`src/inc/health_defs.svh`:
```
// constants for the satellite health decoder and power-up self-test
// assumes a 100 MHz system clock and an active-low asynchronous reset
`ifndef HEALTH_DEFS_SVH
`define HEALTH_DEFS_SVH

`define HEALTH_BYTE_W      8
`define HEALTH_DATA_MSB    7
`define HEALTH_DATA_LSB    5
`define HEALTH_SIG_MSB     4
`define HEALTH_SIG_LSB     0
`define HEALTH_SIG_SPARE   5'h1E
`define HEALTH_SIG_UNDEF   5'h1F
`define HEALTH_SIG_NONE    5'h1F
`define SELFTEST_TIMEOUT_NS    1000
`define SELFTEST_TIMEOUT_CYC   (`SELFTEST_TIMEOUT_NS / 10)
`define SCREEN_INITIAL     4'h0
`define SCREEN_W           4

`endif

```
`src/inc/health_pkg.sv`:
```
// types for the satellite health decoder and self-test sequencer
// assumes health_defs.svh supplies the numeric constants
package health_pkg;

    typedef enum logic [2:0] {
        DATA_ALL_GOOD,
        DATA_PARITY_FAIL,
        DATA_TLM_HOW_FORMAT,
        DATA_HOW_ZCOUNT_BAD,
        DATA_SF123_BAD,
        DATA_SF45_BAD,
        DATA_UPLOAD_BAD,
        DATA_ALL_BAD
    } data_health_type;

    typedef enum logic [2:0] {
        STEP_IDLE,
        STEP_PROGRAM_SUM,
        STEP_EXPANSION_BOARD,
        STEP_MAGVAR_SUM,
        STEP_DOWNLOAD,
        STEP_RUN,
        STEP_HALT
    } selftest_type;

endpackage

```
`src/verilog/sat_health_code_decoder.sv`:
```
// satellite health code decoder with power-up self-test sequencer
// assumes health digits and self-test results come from same-clock logic
`timescale 1ns/1ps
`include "health_defs.svh"

module sat_health_code_decoder (
    input  wire logic       I_MCLK,
    input  wire logic       I_RESET_N,
    input  wire logic [3:0] I_DIGIT_HI,
    input  wire logic [3:0] I_DIGIT_LO,
    input  wire logic       I_CODE_VALID,
    input  wire logic       I_TEST_DONE,
    input  wire logic       I_TEST_PASS,
    input  wire logic       I_DOWNLOAD_DONE,
    output logic [2:0]      O_DATA_CLASS,
    output logic [4:0]      O_SIGNAL_CLASS,
    output logic            O_SIGNAL_SPARE,
    output logic            O_SIGNAL_UNDEF,
    output logic            O_CLASS_VALID,
    output logic [2:0]      O_TEST_STEP,
    output logic            O_TEST_START,
    output logic            O_TEST_REPORT,
    output logic            O_TEST_PASS,
    output logic            O_HALTED,
    output logic            O_DOWNLOADING,
    output logic            O_RUNNING,
    output logic [3:0]      O_SCREEN
);

    ////////////////////////////////////////////////////////////////////
    // decode: the class codes equal the field values, so the tables
    // map one to one; spare and undefined codes are flagged apart
    wire [7:0] health_byte = {I_DIGIT_HI, I_DIGIT_LO};
    // bit 0 of the field numbering is byte bit 7
    wire [2:0] data_field =
        health_byte[`HEALTH_DATA_MSB:`HEALTH_DATA_LSB];
    wire [4:0] sig_field =
        health_byte[`HEALTH_SIG_MSB:`HEALTH_SIG_LSB];
    // 000..111 in order
    wire [2:0] data_class = data_field;
    // 00000..11101 in order
    wire       sig_spare = (sig_field == `HEALTH_SIG_SPARE);
    wire       sig_undef = (sig_field == `HEALTH_SIG_UNDEF);

    always_ff @(posedge I_MCLK or negedge I_RESET_N) begin
        if (!I_RESET_N) begin
            O_DATA_CLASS   <= 3'h0;
            O_SIGNAL_CLASS <= 5'h00;
            O_SIGNAL_SPARE <= 1'b0;
            O_SIGNAL_UNDEF <= 1'b0;
            O_CLASS_VALID  <= 1'b0;
        end else begin
            O_CLASS_VALID <= I_CODE_VALID;
            if (I_CODE_VALID) begin
                O_DATA_CLASS   <= data_class;
                O_SIGNAL_CLASS <= sig_field;
                O_SIGNAL_SPARE <= sig_spare;
                O_SIGNAL_UNDEF <= sig_undef;
            end
        end
    end

    ////////////////////////////////////////////////////////////////////
    // self-test sequencer
    health_pkg::selftest_type step;
    health_pkg::selftest_type next_step;

    wire testing = (step == health_pkg::STEP_PROGRAM_SUM) ||
                   (step == health_pkg::STEP_EXPANSION_BOARD) ||
                   (step == health_pkg::STEP_MAGVAR_SUM);
    wire result_in = testing && I_TEST_DONE;
    wire failed    = result_in && !I_TEST_PASS;

    always_comb begin
        next_step = step;
        unique case (step)
            health_pkg::STEP_IDLE:
                next_step = health_pkg::STEP_PROGRAM_SUM;
            health_pkg::STEP_PROGRAM_SUM:
                if (result_in) begin
                    next_step = failed ? health_pkg::STEP_HALT
                                       : health_pkg::STEP_EXPANSION_BOARD;
                end
            health_pkg::STEP_EXPANSION_BOARD:
                if (result_in) begin
                    next_step = failed ? health_pkg::STEP_HALT
                                       : health_pkg::STEP_MAGVAR_SUM;
                end
            health_pkg::STEP_MAGVAR_SUM:
                if (result_in) begin
                    next_step = failed ? health_pkg::STEP_HALT
                                       : health_pkg::STEP_DOWNLOAD;
                end
            health_pkg::STEP_DOWNLOAD:
                if (I_DOWNLOAD_DONE) begin
                    next_step = health_pkg::STEP_RUN;
                end
            health_pkg::STEP_RUN:  next_step = step;
            health_pkg::STEP_HALT: next_step = step;
            default:               next_step = health_pkg::STEP_HALT;
        endcase
    end

    wire entering_test = (next_step != step) &&
        ((next_step == health_pkg::STEP_PROGRAM_SUM) ||
         (next_step == health_pkg::STEP_EXPANSION_BOARD) ||
         (next_step == health_pkg::STEP_MAGVAR_SUM));

    always_ff @(posedge I_MCLK or negedge I_RESET_N) begin
        if (!I_RESET_N) begin
            step          <= health_pkg::STEP_IDLE;
            O_TEST_STEP   <= 3'h0;
            O_TEST_START  <= 1'b0;
            O_TEST_REPORT <= 1'b0;
            O_TEST_PASS   <= 1'b0;
            O_HALTED      <= 1'b0;
            O_DOWNLOADING <= 1'b0;
            O_RUNNING     <= 1'b0;
            O_SCREEN      <= `SCREEN_INITIAL;
        end else begin
            step          <= next_step;
            O_TEST_START  <= entering_test;
            O_TEST_REPORT <= result_in;
            // halted step keeps its indication
            if (testing) begin
                O_TEST_STEP <= step;
            end
            if (result_in) begin
                O_TEST_PASS <= I_TEST_PASS;
            end
            O_HALTED      <= (next_step == health_pkg::STEP_HALT);
            O_DOWNLOADING <= (next_step == health_pkg::STEP_DOWNLOAD);
            O_RUNNING     <= (next_step == health_pkg::STEP_RUN);
            if (next_step == health_pkg::STEP_RUN) begin
                O_SCREEN <= `SCREEN_INITIAL;
            end
        end
    end

endmodule

```
`config.mk`:
```
export PLATFORM = sky130hd
export DESIGN_NAME = sat_health_code_decoder
export DESIGN_NICKNAME = d
export VERILOG_FILES = /design/src/inc/health_pkg.sv /design/src/verilog/sat_health_code_decoder.sv
export VERILOG_INCLUDE_DIRS = /design/src /design/src/inc
export SDC_FILE = /design/constraint.sdc
export NUM_CORES = 1
export LEC_CHECK = 0
export ABC_CLOCK_PERIOD_IN_PS = 1500
export BUFFER_PORTS_ARGS = -buffer_cell sky130_fd_sc_hd__clkbuf_2
export CAP_MARGIN = 20
export CORE_MARGIN = 2
export CORE_UTILIZATION = 45
export CTS_CLUSTER_DIAMETER = 200
export DETAILED_ROUTE_END_ITERATION = 10
export GPL_ROUTABILITY_DRIVEN = 0
export PLACE_DENSITY = 0.75
export SLEW_MARGIN = 15
export SYNTH_ARGS = -nofsm -noshare
export SYNTH_HDL_FRONTEND = slang
export SYNTH_SLANG_ARGS = --single-unit
export TNS_END_PERCENT = 10
```
`constraint.sdc`:
```
create_clock -name I_MCLK -period 1.5 [get_ports I_MCLK]
set_clock_uncertainty 0.05 [all_clocks]
set_input_delay 0.15 -clock I_MCLK [delete_from_list [all_inputs] [get_ports I_MCLK]]
set_output_delay 0.15 -clock I_MCLK [all_outputs]
set_load 0.005 [all_outputs]
```
After elaboration in Yosys (flattened, before gate mapping)
Cells that the tools add are included.
{ "classes": {"n_eq_ne": 15, "muxes": 8, "n_reduce_logical": 10} }
{ "op_table": {"columns": ["cell", "count"], "rows": [
  ["3-bit equality test, second input constant", 6],
  ["3-bit two-way mux", 6],
  ["3-bit case mux with 6 select lines", 1],
  ["3-bit by 2-bit equality test with 1-bit output, second input constant", 4],
  ["5-bit equality test, second input constant", 2],
  ["3-bit by 1-bit equality test with 1-bit output, second input constant", 2],
  ["1-bit logical OR", 4],
  ["1-bit logical AND", 3],
  ["3-bit logical NOT", 1],
  ["3-bit inequality test", 1],
  ["2-bit two-way mux", 1],
  ["2-bit OR reduction", 1],
  ["1-bit logical NOT", 1]
]} }
{ "totals": {"input_bits": 14, "elab_cells": 46, "ff_bits": 23, "out_inout_bits": 24} }

Longest topological paths before layout
Gate-level depths: netlist of the first run.
{ "depth": {"ltp_word": 12, "ltp_mapped": 3, "ltp_nobuf": 3} }

Worst setup path after synthesis of the first run
Ideal clock, no wire load.
{ "synth_timing": {"kind": "register -> register", "startpoint": "register step[2]", "endpoint": "register O_TEST_PASS", "slack_ns": 0.327, "path_stages_with_launch": 4, "n_path_buf": 0, "arrival_ns": 0.996, "path_cell_list": "dfrtp_1 -> o21bai_1 -> nor2_1 -> mux2_1"} }
{ "synth_via": {"elab_chain_len": 4, "word_cells_on_any_way": 6} }
{ "synth_rtl": {"columns": ["item", "line", "source"], "rows": [
  ["start, declared", "sat_health_code_decoder.sv:65", "health_pkg::selftest_type step;"],
  ["start signal, assigned", "sat_health_code_decoder.sv:111", "step <= health_pkg::STEP_IDLE;"],
  ["start signal, assigned", "sat_health_code_decoder.sv:121", "step <= next_step;"],
  ["3-bit by 1-bit equality test with 1-bit output / 3-bit by 2-bit equality test with 1-bit output (equally long branches)", "sat_health_code_decoder.sv:68, sat_health_code_decoder.sv:69", null],
  ["1-bit logical OR", "sat_health_code_decoder.sv:68", "wire testing = (step == health_pkg::STEP_PROGRAM_SUM) ||"],
  ["1-bit logical OR (*)", "sat_health_code_decoder.sv:69", "(step == health_pkg::STEP_EXPANSION_BOARD) ||"],
  ["1-bit logical AND (*)", "sat_health_code_decoder.sv:71", "wire result_in = testing && I_TEST_DONE;"],
  ["net result_in", "sat_health_code_decoder.sv:71", null],
  ["end signal, assigned", "sat_health_code_decoder.sv:115", "O_TEST_PASS <= 1'b0;"],
  ["end signal, assigned", "sat_health_code_decoder.sv:129", "O_TEST_PASS <= I_TEST_PASS;"],
  ["end, declared", "sat_health_code_decoder.sv:23", "output logic O_TEST_PASS,"]
]} }
The timed path passes the listed nets; every way through them passes the cells marked *.
A chain may end at the register's enable or synchronous reset.

Worst setup path after layout of the first run
{ "layout_timing": {"startpoint": "register step[2]", "endpoint": "register O_DOWNLOADING"} }
{ "layout_via": {"elab_chain_len": 9, "word_cells_on_any_way": 21} }
{ "layout_rtl": {"columns": ["item", "line", "source"], "rows": [
  ["3-bit by 1-bit equality test with 1-bit output / 3-bit by 2-bit equality test with 1-bit output (equally long branches)", "sat_health_code_decoder.sv:68, sat_health_code_decoder.sv:76, sat_health_code_decoder.sv:69", null],
  ["1-bit logical OR", "sat_health_code_decoder.sv:68", null],
  ["1-bit logical OR", "sat_health_code_decoder.sv:69", null],
  ["1-bit logical AND", "sat_health_code_decoder.sv:71", null],
  ["1-bit logical AND", "sat_health_code_decoder.sv:72", "wire failed = result_in && !I_TEST_PASS;"],
  ["2-bit two-way mux", "sat_health_code_decoder.sv:91", "next_step = failed ? health_pkg::STEP_HALT"],
  ["3-bit two-way mux", "sat_health_code_decoder.sv:90", "if (result_in) begin"],
  ["3-bit case mux with 6 select lines (*)", "sat_health_code_decoder.sv:76", "unique case (step)"],
  ["net next_step[1]", "sat_health_code_decoder.sv:66", "health_pkg::selftest_type next_step;"],
  ["3-bit equality test (*)", "sat_health_code_decoder.sv:132", "O_DOWNLOADING <= (next_step == health_pkg::STEP_DOWNLOAD);"],
  ["end signal, assigned", "sat_health_code_decoder.sv:132", null],
  ["end, declared", "sat_health_code_decoder.sv:25", "output logic O_DOWNLOADING,"]
]} }
Marked as above.

==> results of run 1 <==
[how the worst max path moves through the flow]
stage | start | to | slack (ns) | cells past startpoint
2_1_floorplan | step[2] | O_TEST_PASS | 0.33 | 3
3_3_place_gp | step[2] | O_TEST_PASS | 0.29 | 3
3_5_place_dp | step[2] | O_TEST_PASS | 0.24 | 3
4_1_cts | step[2] | O_TEST_PASS | 0.22 | 3
5_1_grt | step[2] | O_TEST_PASS | 0.17 | 3
6_report | step[2] | O_DOWNLOADING | 0.24 | 3
[logic make-up (layout without fill, tap and decap cells)]
kind of cell,Yosys count,in the layout,synth area share (%)
AOI/OAI and AO/OA,11,11,8.60
adders and majority gates,1,1,1.09
buffers and inverters,13,46,7.10
DFF,23,23,62.8
muxes,9,9,11.5
other,1,4,0.409
and+or+nand+nor,16,16,8.47
[cell usage in the layout, fill, tap and decap left out, drive strengths merged, types with 4 or more instances in the layout]
cell / instances
clkbuf: 37
dfrtp: 23
mux2: 9
inv: 8
nand2: 6
nor2: 4
conb: 4
[metrics by stage]
stage / hold WS (ns) / worst slack, ns / power (W) / instances
after global placement: 0.106 / 0.290 / 0.000767 / 132
after floorplan: -0.196 / 0.327 / 0.000715 / 77
after detailed placement: 0.111 / 0.243 / 0.000771 / 132
final: 0.0373 / 0.241 / 0.00102 / 137
after global routing: 0.0116 / 0.168 / 0.00109 / 137
after CTS: 0.0309 / 0.223 / 0.00104 / 137
[metal layers]
| layer | vias to the layer above | share of wire, % | GRT usage [%] |
|---|---|---|---|
| met4 | 0 | 0 | 4.29 |
| met3 | 0 | 7.8 | 3.37 |
| met2 | 25 | 49 | 26.1 |
| li1 | 308 | - | - |
| met1 | 305 | 43 | 16.9 |
| met5 | - | 0 | 0 |
[power breakdown]
| part | leakage (nW) | internal (W) | total (W) | switching, W |
|---|---|---|---|---|
| clock network | 0.0150 | 0.000103 | 0.000261 | 0.000158 |
| registers | 0.284 | 0.000645 | 0.000656 | 0.0000114 |
| logic | 0.299 | 0.0000518 | 0.000102 | 0.0000501 |
[critical path: stages (launching register included)]
cell and delay (ns):
dfrtp_1 0.44, and3b_1 0.28, mux2_4 0.32, nor2_1 0.11
[state kept, by name (all words and copies together) (netlist names)]
register        count
O_TEST_REPORT       1
O_TEST_START        1
step                3
O_TEST_STEP         3
O_DOWNLOADING       1
O_SIGNAL_CLASS      5
O_SIGNAL_SPARE      1
O_SIGNAL_UNDEF      1
O_DATA_CLASS        3
O_CLASS_VALID       1
O_HALTED            1
O_TEST_PASS         1
O_RUNNING           1
[final cells by class]
| type | instances | area [um^2] | share of cell area (%) |
|---|---|---|---|
| Timing Repair Buffer | 34 | 175 | 15.5 |
| Inverter | 8 | 30.0 | 2.66 |
| Sequential cell | 23 | 576 | 51.1 |
| Clock buffer | 4 | 26.3 | 2.33 |
| Multi-Input combinational cell | 41 | 287 | 25.4 |
| Tap cell | 27 | 33.8 | 3.00 |
==> impl_metrics.json, run 1 <==
{
  "fp-row-count": 16,
  "nNetsFinal": 125,
  "drc": 0,
  "crit_arrival_ns": 1.43,
  "diodes": 0,
  "drtIter0Drc": 10,
  "critical_path.max_fanout": 7,
  "hp-class": "in2reg",
  "wl_per_cell_um": 11.4,
  "worst-r2r-cell-count": 3,
  "clkLatencyLatePin_ns": 0.29,
  "antenna_found_initial": 0,
  "final_util_pct": 58.1,
  "async_reset_ff_share_pct": 100,
  "synth_edf_count": 0,
  "rsz0062_at_grt": "no",
  "r2r-end": "O_DOWNLOADING",
  "grt_max_degree": 24,
  "hold_violations": 0,
  "synth_top_area_share_pct": 62.8,
  "grt-ovfl-total": 0,
  "yosysSeqAreaShare_pct": 62.8,
  "fmax_mhz": 794,
  "max_cap_viol_count": 0,
  "cts-root-buf": "clkbuf_4",
  "die_area_um2": 2410,
  "reg2reg_from": "step[2]",
  "vias": 638,
  "cts_inserted_buffers": 3,
  "ys_warn_count": 0,
  "die_x_um": 49.1,
  "setup_viol": 0,
  "hold_path_depth": 2,
  "synth.most_common_cell": "dfrtp_1",
  "num_io_pins": 38,
  "syn_to_final_growth_pct": 23.1,
  "finalCriticalPeriod_ns": 1.26,
  "path_clk_slew_ns": 0.11,
  "viasPerCell": 4.66,
  "synth-seq-cells": 23,
  "dieHeight_um": 49.1,
  "synth_cells": 74,
  "synth_area_um2": 916,
  "cts_tree": "built",
  "fin_setup_tns_ns": 0,
  "r2r_slack_ns": 0.24,
  "min_to": "O_SIGNAL_SPARE",
  "relSlewSlack_pct": 63.9,
  "critPathRequiredTime_ns": 1.67,
  "drt_pass1_iterations": 3,
  "max-vdd-ir-drop_v": 0.000398,
  "grt_pass1_vias": 637,
  "synth_top_area_cell": "dfrtp_1",
  "hold_path_startpoint": "I_DIGIT_LO[0]",
  "synth_area_per_cell_um2": 12.4,
  "tightestPinTransition_ns": 0.541,
  "p_leak_nw": 0.598,
  "grt_util_all_layers_pct": 14.5,
  "cts_setup_buffers": 0,
  "drv_slew": 0,
  "dominantRegCellSynth": "dfrtp_1",
  "stdcell_area_um2": 1130,
  "synth_cell_type_count": 24,
  "placed_cell_area_um2": 1090,
  "clock_path_buffers": 2,
  "power.density_nw_per_um2": 904,
  "critPathCaptureType": "flip-flop",
  "grt_pass1_wl_um": 2750,
  "hpwl_um": 1250,
  "hold_buffers": 1,
  "status": "finished clean",
  "core-area_um2": 1940,
  "htreeDepth": 1,
  "postRouteAntennaNets": 0,
  "cts_resized": 0,
  "period_share_pct": 83.9,
  "routed_wl_um": 1560,
  "ys_top_cells_by_count": "23 x dfrtp_1, 8 x inv_1, 7 x mux2_2",
  "io_buffers": 33,
  "critical_path_class": "reg2reg",
  "initial_utilization_pct": 47.2,
  "cts.sinks": 23,
  "ys_top_cells_by_area": "dfrtp_1 63%, mux2_2 8.6%, buf_4 3.3%",
  "drive_above_1_share_pct": 40.0,
  "fill_cells": 169,
  "worst_setup_path_start_kind": "flip-flop"
}
Power figures use the tool's default switching activity.
==> run 2, diff against run 1 <==
--- a/config.mk
+++ b/config.mk
@@ -6,7 +6,7 @@
 export SDC_FILE = /design/constraint.sdc
 export NUM_CORES = 1
 export LEC_CHECK = 0
-export ABC_CLOCK_PERIOD_IN_PS = 1500
+export ABC_CLOCK_PERIOD_IN_PS = 1200
 export BUFFER_PORTS_ARGS = -buffer_cell sky130_fd_sc_hd__clkbuf_2
 export CAP_MARGIN = 20
 export CORE_MARGIN = 2
==> constraint.sdc (replaced) <==
create_clock -name I_MCLK -period 1.2 [get_ports I_MCLK]
set_clock_uncertainty 0.05 [all_clocks]
set_input_delay 0.12 -clock I_MCLK [delete_from_list [all_inputs] [get_ports I_MCLK]]
set_output_delay 0.12 -clock I_MCLK [all_outputs]
set_load 0.005 [all_outputs]
==> run 2 against run 1 <==
- the flow now finishes with violations (setup timing)
- sequential power up 25%
- via count grew 2.7%
- combinational power grew 34%
- cell count increased by 5.1%
- critical endpoint is now O_TEST_PASS
==> impl_metrics.json, run 2 (same netlist as run 1, synthesis figures left out) <==
{
  "status": "finished, violations left",
  "violations": "setup timing",
  "fmax_mhz": 817,
  "grt-ovfl-total": 0,
  "relSlewSlack_pct": 62.9,
  "fill_cells": 171,
  "clkLatencyLatePin_ns": 0.30,
  "core-area_um2": 1940,
  "hpwl_um": 1220,
  "grt_pass1_wl_um": 3060,
  "instances_no_fill": 144,
  "layout_commonest_cell": "clkbuf_2",
  "r2r_slack_ns": -0.02,
  "grt_max_degree": 24,
  "critPathCaptureType": "flip-flop",
  "largest_register": "O_SIGNAL_CLASS",
  "rsz0062_at_grt": "yes",
  "cts_inserted_buffers": 3,
  "hold_violations": 0,
  "setup_viol": 1,
  "finalCriticalPeriod_ns": 1.22,
  "die_area_um2": 2410,
  "critical_path_class": "reg2reg",
  "seqCellArea_um2": 578,
  "tightestPinTransition_ns": 0.556,
  "final_cell_mix": "33 x clkbuf_2, 21 x dfrtp_1, 8 x inv_1",
  "critPathRequiredTime_ns": 1.35,
  "vias": 655,
  "initial_utilization_pct": 47.2,
  "worst_setup_path_start_kind": "flip-flop",
  "max_cap_viol_count": 0,
  "drc": 0,
  "drv_slew": 0,
  "grt_util_all_layers_pct": 16.5,
  "cp-startpoint": "step[2]",
  "grt_pass1_vias": 690,
  "cts.sinks": 23,
  "drive_above_1_share_pct": 46.2,
  "num_io_pins": 38,
  "reg2reg_from": "step[2]",
  "timing.hold.ws_ns": 0.00202,
  "r2r-end": "O_TEST_PASS",
  "die_x_um": 49.1,
  "fin_setup_tns_ns": -0.0245,
  "io_buffers": 33,
  "crit_arrival_ns": 1.38,
  "cts_tree": "built",
  "max-vdd-ir-drop_v": 0.000548,
  "placed_cell_area_um2": 1110,
  "viasPerCell": 4.55,
  "dieHeight_um": 49.1,
  "critical_path.max_fanout": 3,
  "multiInputGateArea_um2": 298,
  "power.density_nw_per_um2": 1080,
  "path_clk_slew_ns": 0.13,
  "antenna_found_initial": 0,
  "nNetsFinal": 132,
  "largest_reg_flops": 5,
  "drtIter0Drc": 5,
  "setup_slack_ns": -0.0245,
  "power_w": 0.00130,
  "dp.cells": 134,
  "htreeDepth": 1,
  "postRouteAntennaNets": 0,
  "p_leak_nw": 0.634,
  "hp-class": "in2reg",
  "fp-row-count": 16,
  "wl_per_cell_um": 12.0,
  "routed_wl_um": 1730,
  "diodes": 0,
  "drt_pass1_iterations": 2,
  "worst-r2r-cell-count": 3,
  "period_share_pct": 102,
  "clock_path_buffers": 2,
  "syn_to_final_growth_pct": 31.3,
  "cts-root-buf": "clkbuf_4",
  "crit_end": "O_TEST_PASS",
  "stdcell_area_um2": 1200
}
[run 2: power by group]
group	leakage [nW]	switching [W]	total, W	internal (W)
Sequential	0.282	0.0000142	0.000820	0.000806
Combinational	0.334	0.0000648	0.000137	0.0000724
Clock	0.0177	0.000222	0.000346	0.000124
[run 2: timing repair]
item / 4_1_cts / 5_1_grt
setup buffers: 1 / 1
endpoints found under the setup margin: 1 / 3
pin swaps: 1 / 1
gates resized for setup: 2 / 3
hold buffers: 4 / 0
endpoints found under the hold margin: 26 / 0
[run 2: final cells by class]
class | count | area share, %
Clock buffer | 3 | 1.87
Tap cell | 27 | 2.81
Sequential cell | 23 | 48.1
Clock inverter | 1 | 0.416
Multi-Input combinational cell | 41 | 24.8
Inverter | 8 | 2.50
Timing Repair Buffer | 41 | 19.6
[run 2: how the worst min path moves through the flow]
stage	from	endpoint	cells past startpoint
2_1_floorplan	I_RESET_N	O_CLASS_VALID	0
3_3_place_gp	I_RESET_N	O_DATA_CLASS[1]	1
3_5_place_dp	I_RESET_N	O_DATA_CLASS[1]	1
4_1_cts	I_DIGIT_LO[0]	O_SIGNAL_SPARE	2
5_1_grt	I_DIGIT_LO[1]	O_SIGNAL_CLASS[1]	2
6_report	I_DIGIT_LO[0]	O_SIGNAL_SPARE	2
[run 2: per-stage QoR]
stage	util, %	worst slack [ns]
3_3_place_gp	57.0	0.0396
4_1_cts	61.2	0.00316
6_report	61.9	-0.0245
2_1_floorplan	-	0.0266
3_5_place_dp	57.0	-0.0393
5_1_grt	61.9	-0.0513
[run 2: worst max-delay path: stages, from the launching register on]
cell and delay [ns]:
dfrtp_1 0.41, o21bai_1 0.17, nor2_1 0.19, mux2_4 0.32
[run 2: layer usage]
metal | share of wire, % | up-vias | track usage (%)
met3 | 7.8 | 2 | 3.37
met2 | 51 | 25 | 28.8
met1 | 41 | 305 | 20.2
met4 | 0.58 | 0 | 5.71
met5 | 0 | - | 0
li1 | - | 323 | -
==> run 3, diff against run 2 <==
--- a/config.mk
+++ b/config.mk
@@ -11,10 +11,10 @@
 export CAP_MARGIN = 20
 export CORE_MARGIN = 2
 export CORE_UTILIZATION = 45
-export CTS_CLUSTER_DIAMETER = 200
+export CTS_CLUSTER_DIAMETER = 120
 export DETAILED_ROUTE_END_ITERATION = 10
 export GPL_ROUTABILITY_DRIVEN = 0
-export PLACE_DENSITY = 0.75
+export PLACE_DENSITY = 0.79
 export SLEW_MARGIN = 15
 export SYNTH_ARGS = -nofsm -noshare
 export SYNTH_HDL_FRONTEND = slang
==> run 3 against run 2 <==
- critical endpoint is now O_DOWNLOADING
- cell area up 5.5%
- sequential power barely moved
- flip-flop and latch count unchanged
- clock power grew 2%
- wire length up 16%
- largest power group unchanged
- total power increased by 1.2%
- largest cell class unchanged
- the flow still finishes with violations (setup timing)
- die area is the same
==> impl_metrics.json, run 3 (same netlist as run 1, synthesis figures left out) <==
{
  "finalCriticalPeriod_ns": 1.22,
  "drv_slew": 0,
  "drt_pass1_iterations": 4,
  "io_buffers": 33,
  "r2r_slack_ns": -0.02,
  "violations": "setup timing",
  "layout_commonest_cell": "clkbuf_2",
  "cts_tree": "built",
  "p_leak_nw": 0.645,
  "largest_reg_flops": 5,
  "diodes": 0,
  "largest_register": "O_SIGNAL_CLASS",
  "status": "finished, violations left",
  "initial_utilization_pct": 47.2,
  "max-vdd-ir-drop_v": 0.000597,
  "clkLatencyLatePin_ns": 0.30,
  "grt_pass1_wl_um": 3290,
  "power.density_nw_per_um2": 1040,
  "relSlewSlack_pct": 62.9,
  "critical_path.max_fanout": 5,
  "clock_path_buffers": 2,
  "pre_cts_ws_ns": -0.0193,
  "htreeDepth": 1,
  "r2r-end": "O_DOWNLOADING",
  "drc": 0,
  "path_clk_slew_ns": 0.12,
  "viasPerCell": 4.73,
  "routed_wl_um": 2000,
  "instances_no_fill": 146,
  "grt_pass1_vias": 684,
  "fmax_mhz": 819,
  "critPathRequiredTime_ns": 1.40,
  "cts_inserted_buffers": 3,
  "worst_setup_path_start_kind": "flip-flop",
  "critical_path_class": "reg2reg",
  "die_x_um": 49.1,
  "antenna_found_initial": 0,
  "max_cap_viol_count": 0,
  "die_area_um2": 2410,
  "cts-root-buf": "clkbuf_4",
  "crit_arrival_ns": 1.42,
  "nNetsFinal": 134,
  "num_io_pins": 38,
  "drtIter0Drc": 6,
  "grt-ovfl-total": 0,
  "dp.cells": 134,
  "period_share_pct": 102,
  "postRouteAntennaNets": 0,
  "core-area_um2": 1940,
  "hold_violations": 0,
  "cts.sinks": 23,
  "setup_viol": 1,
  "hp-class": "in2reg",
  "rsz0062_at_grt": "yes",
  "final_cell_mix": "33 x clkbuf_2, 21 x dfrtp_1, 8 x inv_1",
  "reg2reg_from": "step[0]",
  "vias": 690,
  "worst-r2r-cell-count": 3,
  "setup_slack_ns": -0.0211,
  "critPathCaptureType": "flip-flop",
  "hpwl_um": 1320,
  "grt_max_degree": 24,
  "drive_above_1_share_pct": 49.6,
  "grt_util_all_layers_pct": 18.1,
  "wl_per_cell_um": 13.7,
  "final_util_pct": 65.3,
  "dieHeight_um": 49.1,
  "crit_end": "O_DOWNLOADING",
  "syn_to_final_growth_pct": 38.5,
  "fp-row-count": 16,
  "cp-startpoint": "step[0]",
  "tightestPinTransition_ns": 0.556
}
==> run 3: cell count changes in the layout (fill, tap and decap cells not counted), sizes merged <==
cell | previous run | this run
buf | 4 | 5
clkbuf | 36 | 37
clkinv | 1 | 0
dlygate4sd3 | 4 | 5
==> run 3: area by class of cell <==
| cell class | count | area, um^2 |
|---|---|---|
| timing repair buffer | 43 | 253 |
| sequential | 23 | 578 |
| multi-input combinational | 41 | 348 |
| inverter | 8 | 30.0 |
| clock buffer | 4 | 26.3 |
| fill | 153 | 673 |
| tap | 27 | 33.8 |
==> run 3: routing by layer <==
metal	up-vias	global-route usage, %	share of wire, %
li1	327	-	-
met3	2	3.37	6.8
met4	0	4.29	0.30
met5	-	0	0
met2	29	32.9	53
met1	332	22.0	40
==> run 3: worst max-delay path, cell delays in order (launching register included) <==
cell and delay, ns:
dfrtp_2 0.47, and3b_2 0.25, mux2_4 0.31, nor2_2 0.09
==> run 3: repair_timing <==
action,4_1_cts,5_1_grt
gates resized for setup,3,10
setup endpoints to repair,1,3
pin swaps,2,2
endpoints found under the hold margin,27,0
hold buffers,5,0
buffers inserted,1,2
==> run 3: how the worst min path moves through the flow <==
stage               cells after the start           endpoint  slack [ns]     startpoint
floorplan                               0      O_CLASS_VALID       -0.23      I_RESET_N
global placement                        1    O_DATA_CLASS[2]        0.07      I_RESET_N
detailed placement                      1    O_DATA_CLASS[2]        0.09      I_RESET_N
finish                                  2  O_SIGNAL_CLASS[1]        0.02  I_DIGIT_LO[1]
CTS                                     2  O_SIGNAL_CLASS[1]       0.008  I_DIGIT_LO[1]
global route                            2  O_SIGNAL_CLASS[3]        0.01  I_DIGIT_LO[3]
==> run 3: power breakdown <==
part / total (W) / internal, W / switching (W)
Combinational: 0.000145 / 0.0000747 / 0.0000706
Sequential: 0.000821 / 0.000806 / 0.0000154
Clock: 0.000352 / 0.000130 / 0.000223
==> run 3: per-stage QoR <==
step           instance area [um^2]  power [W]  hold slack [ns]  TNS [ns]
2_1_floorplan                   927   0.000893           -0.226         0
3_3_place_gp                   1110   0.000957           0.0701         0
3_5_place_dp                   1110   0.000965           0.0857   -0.0193
4_1_cts                        1200    0.00132          0.00781         0
5_1_grt                        1270    0.00140           0.0114   -0.0547
6_report                       1270    0.00132           0.0159   -0.0211
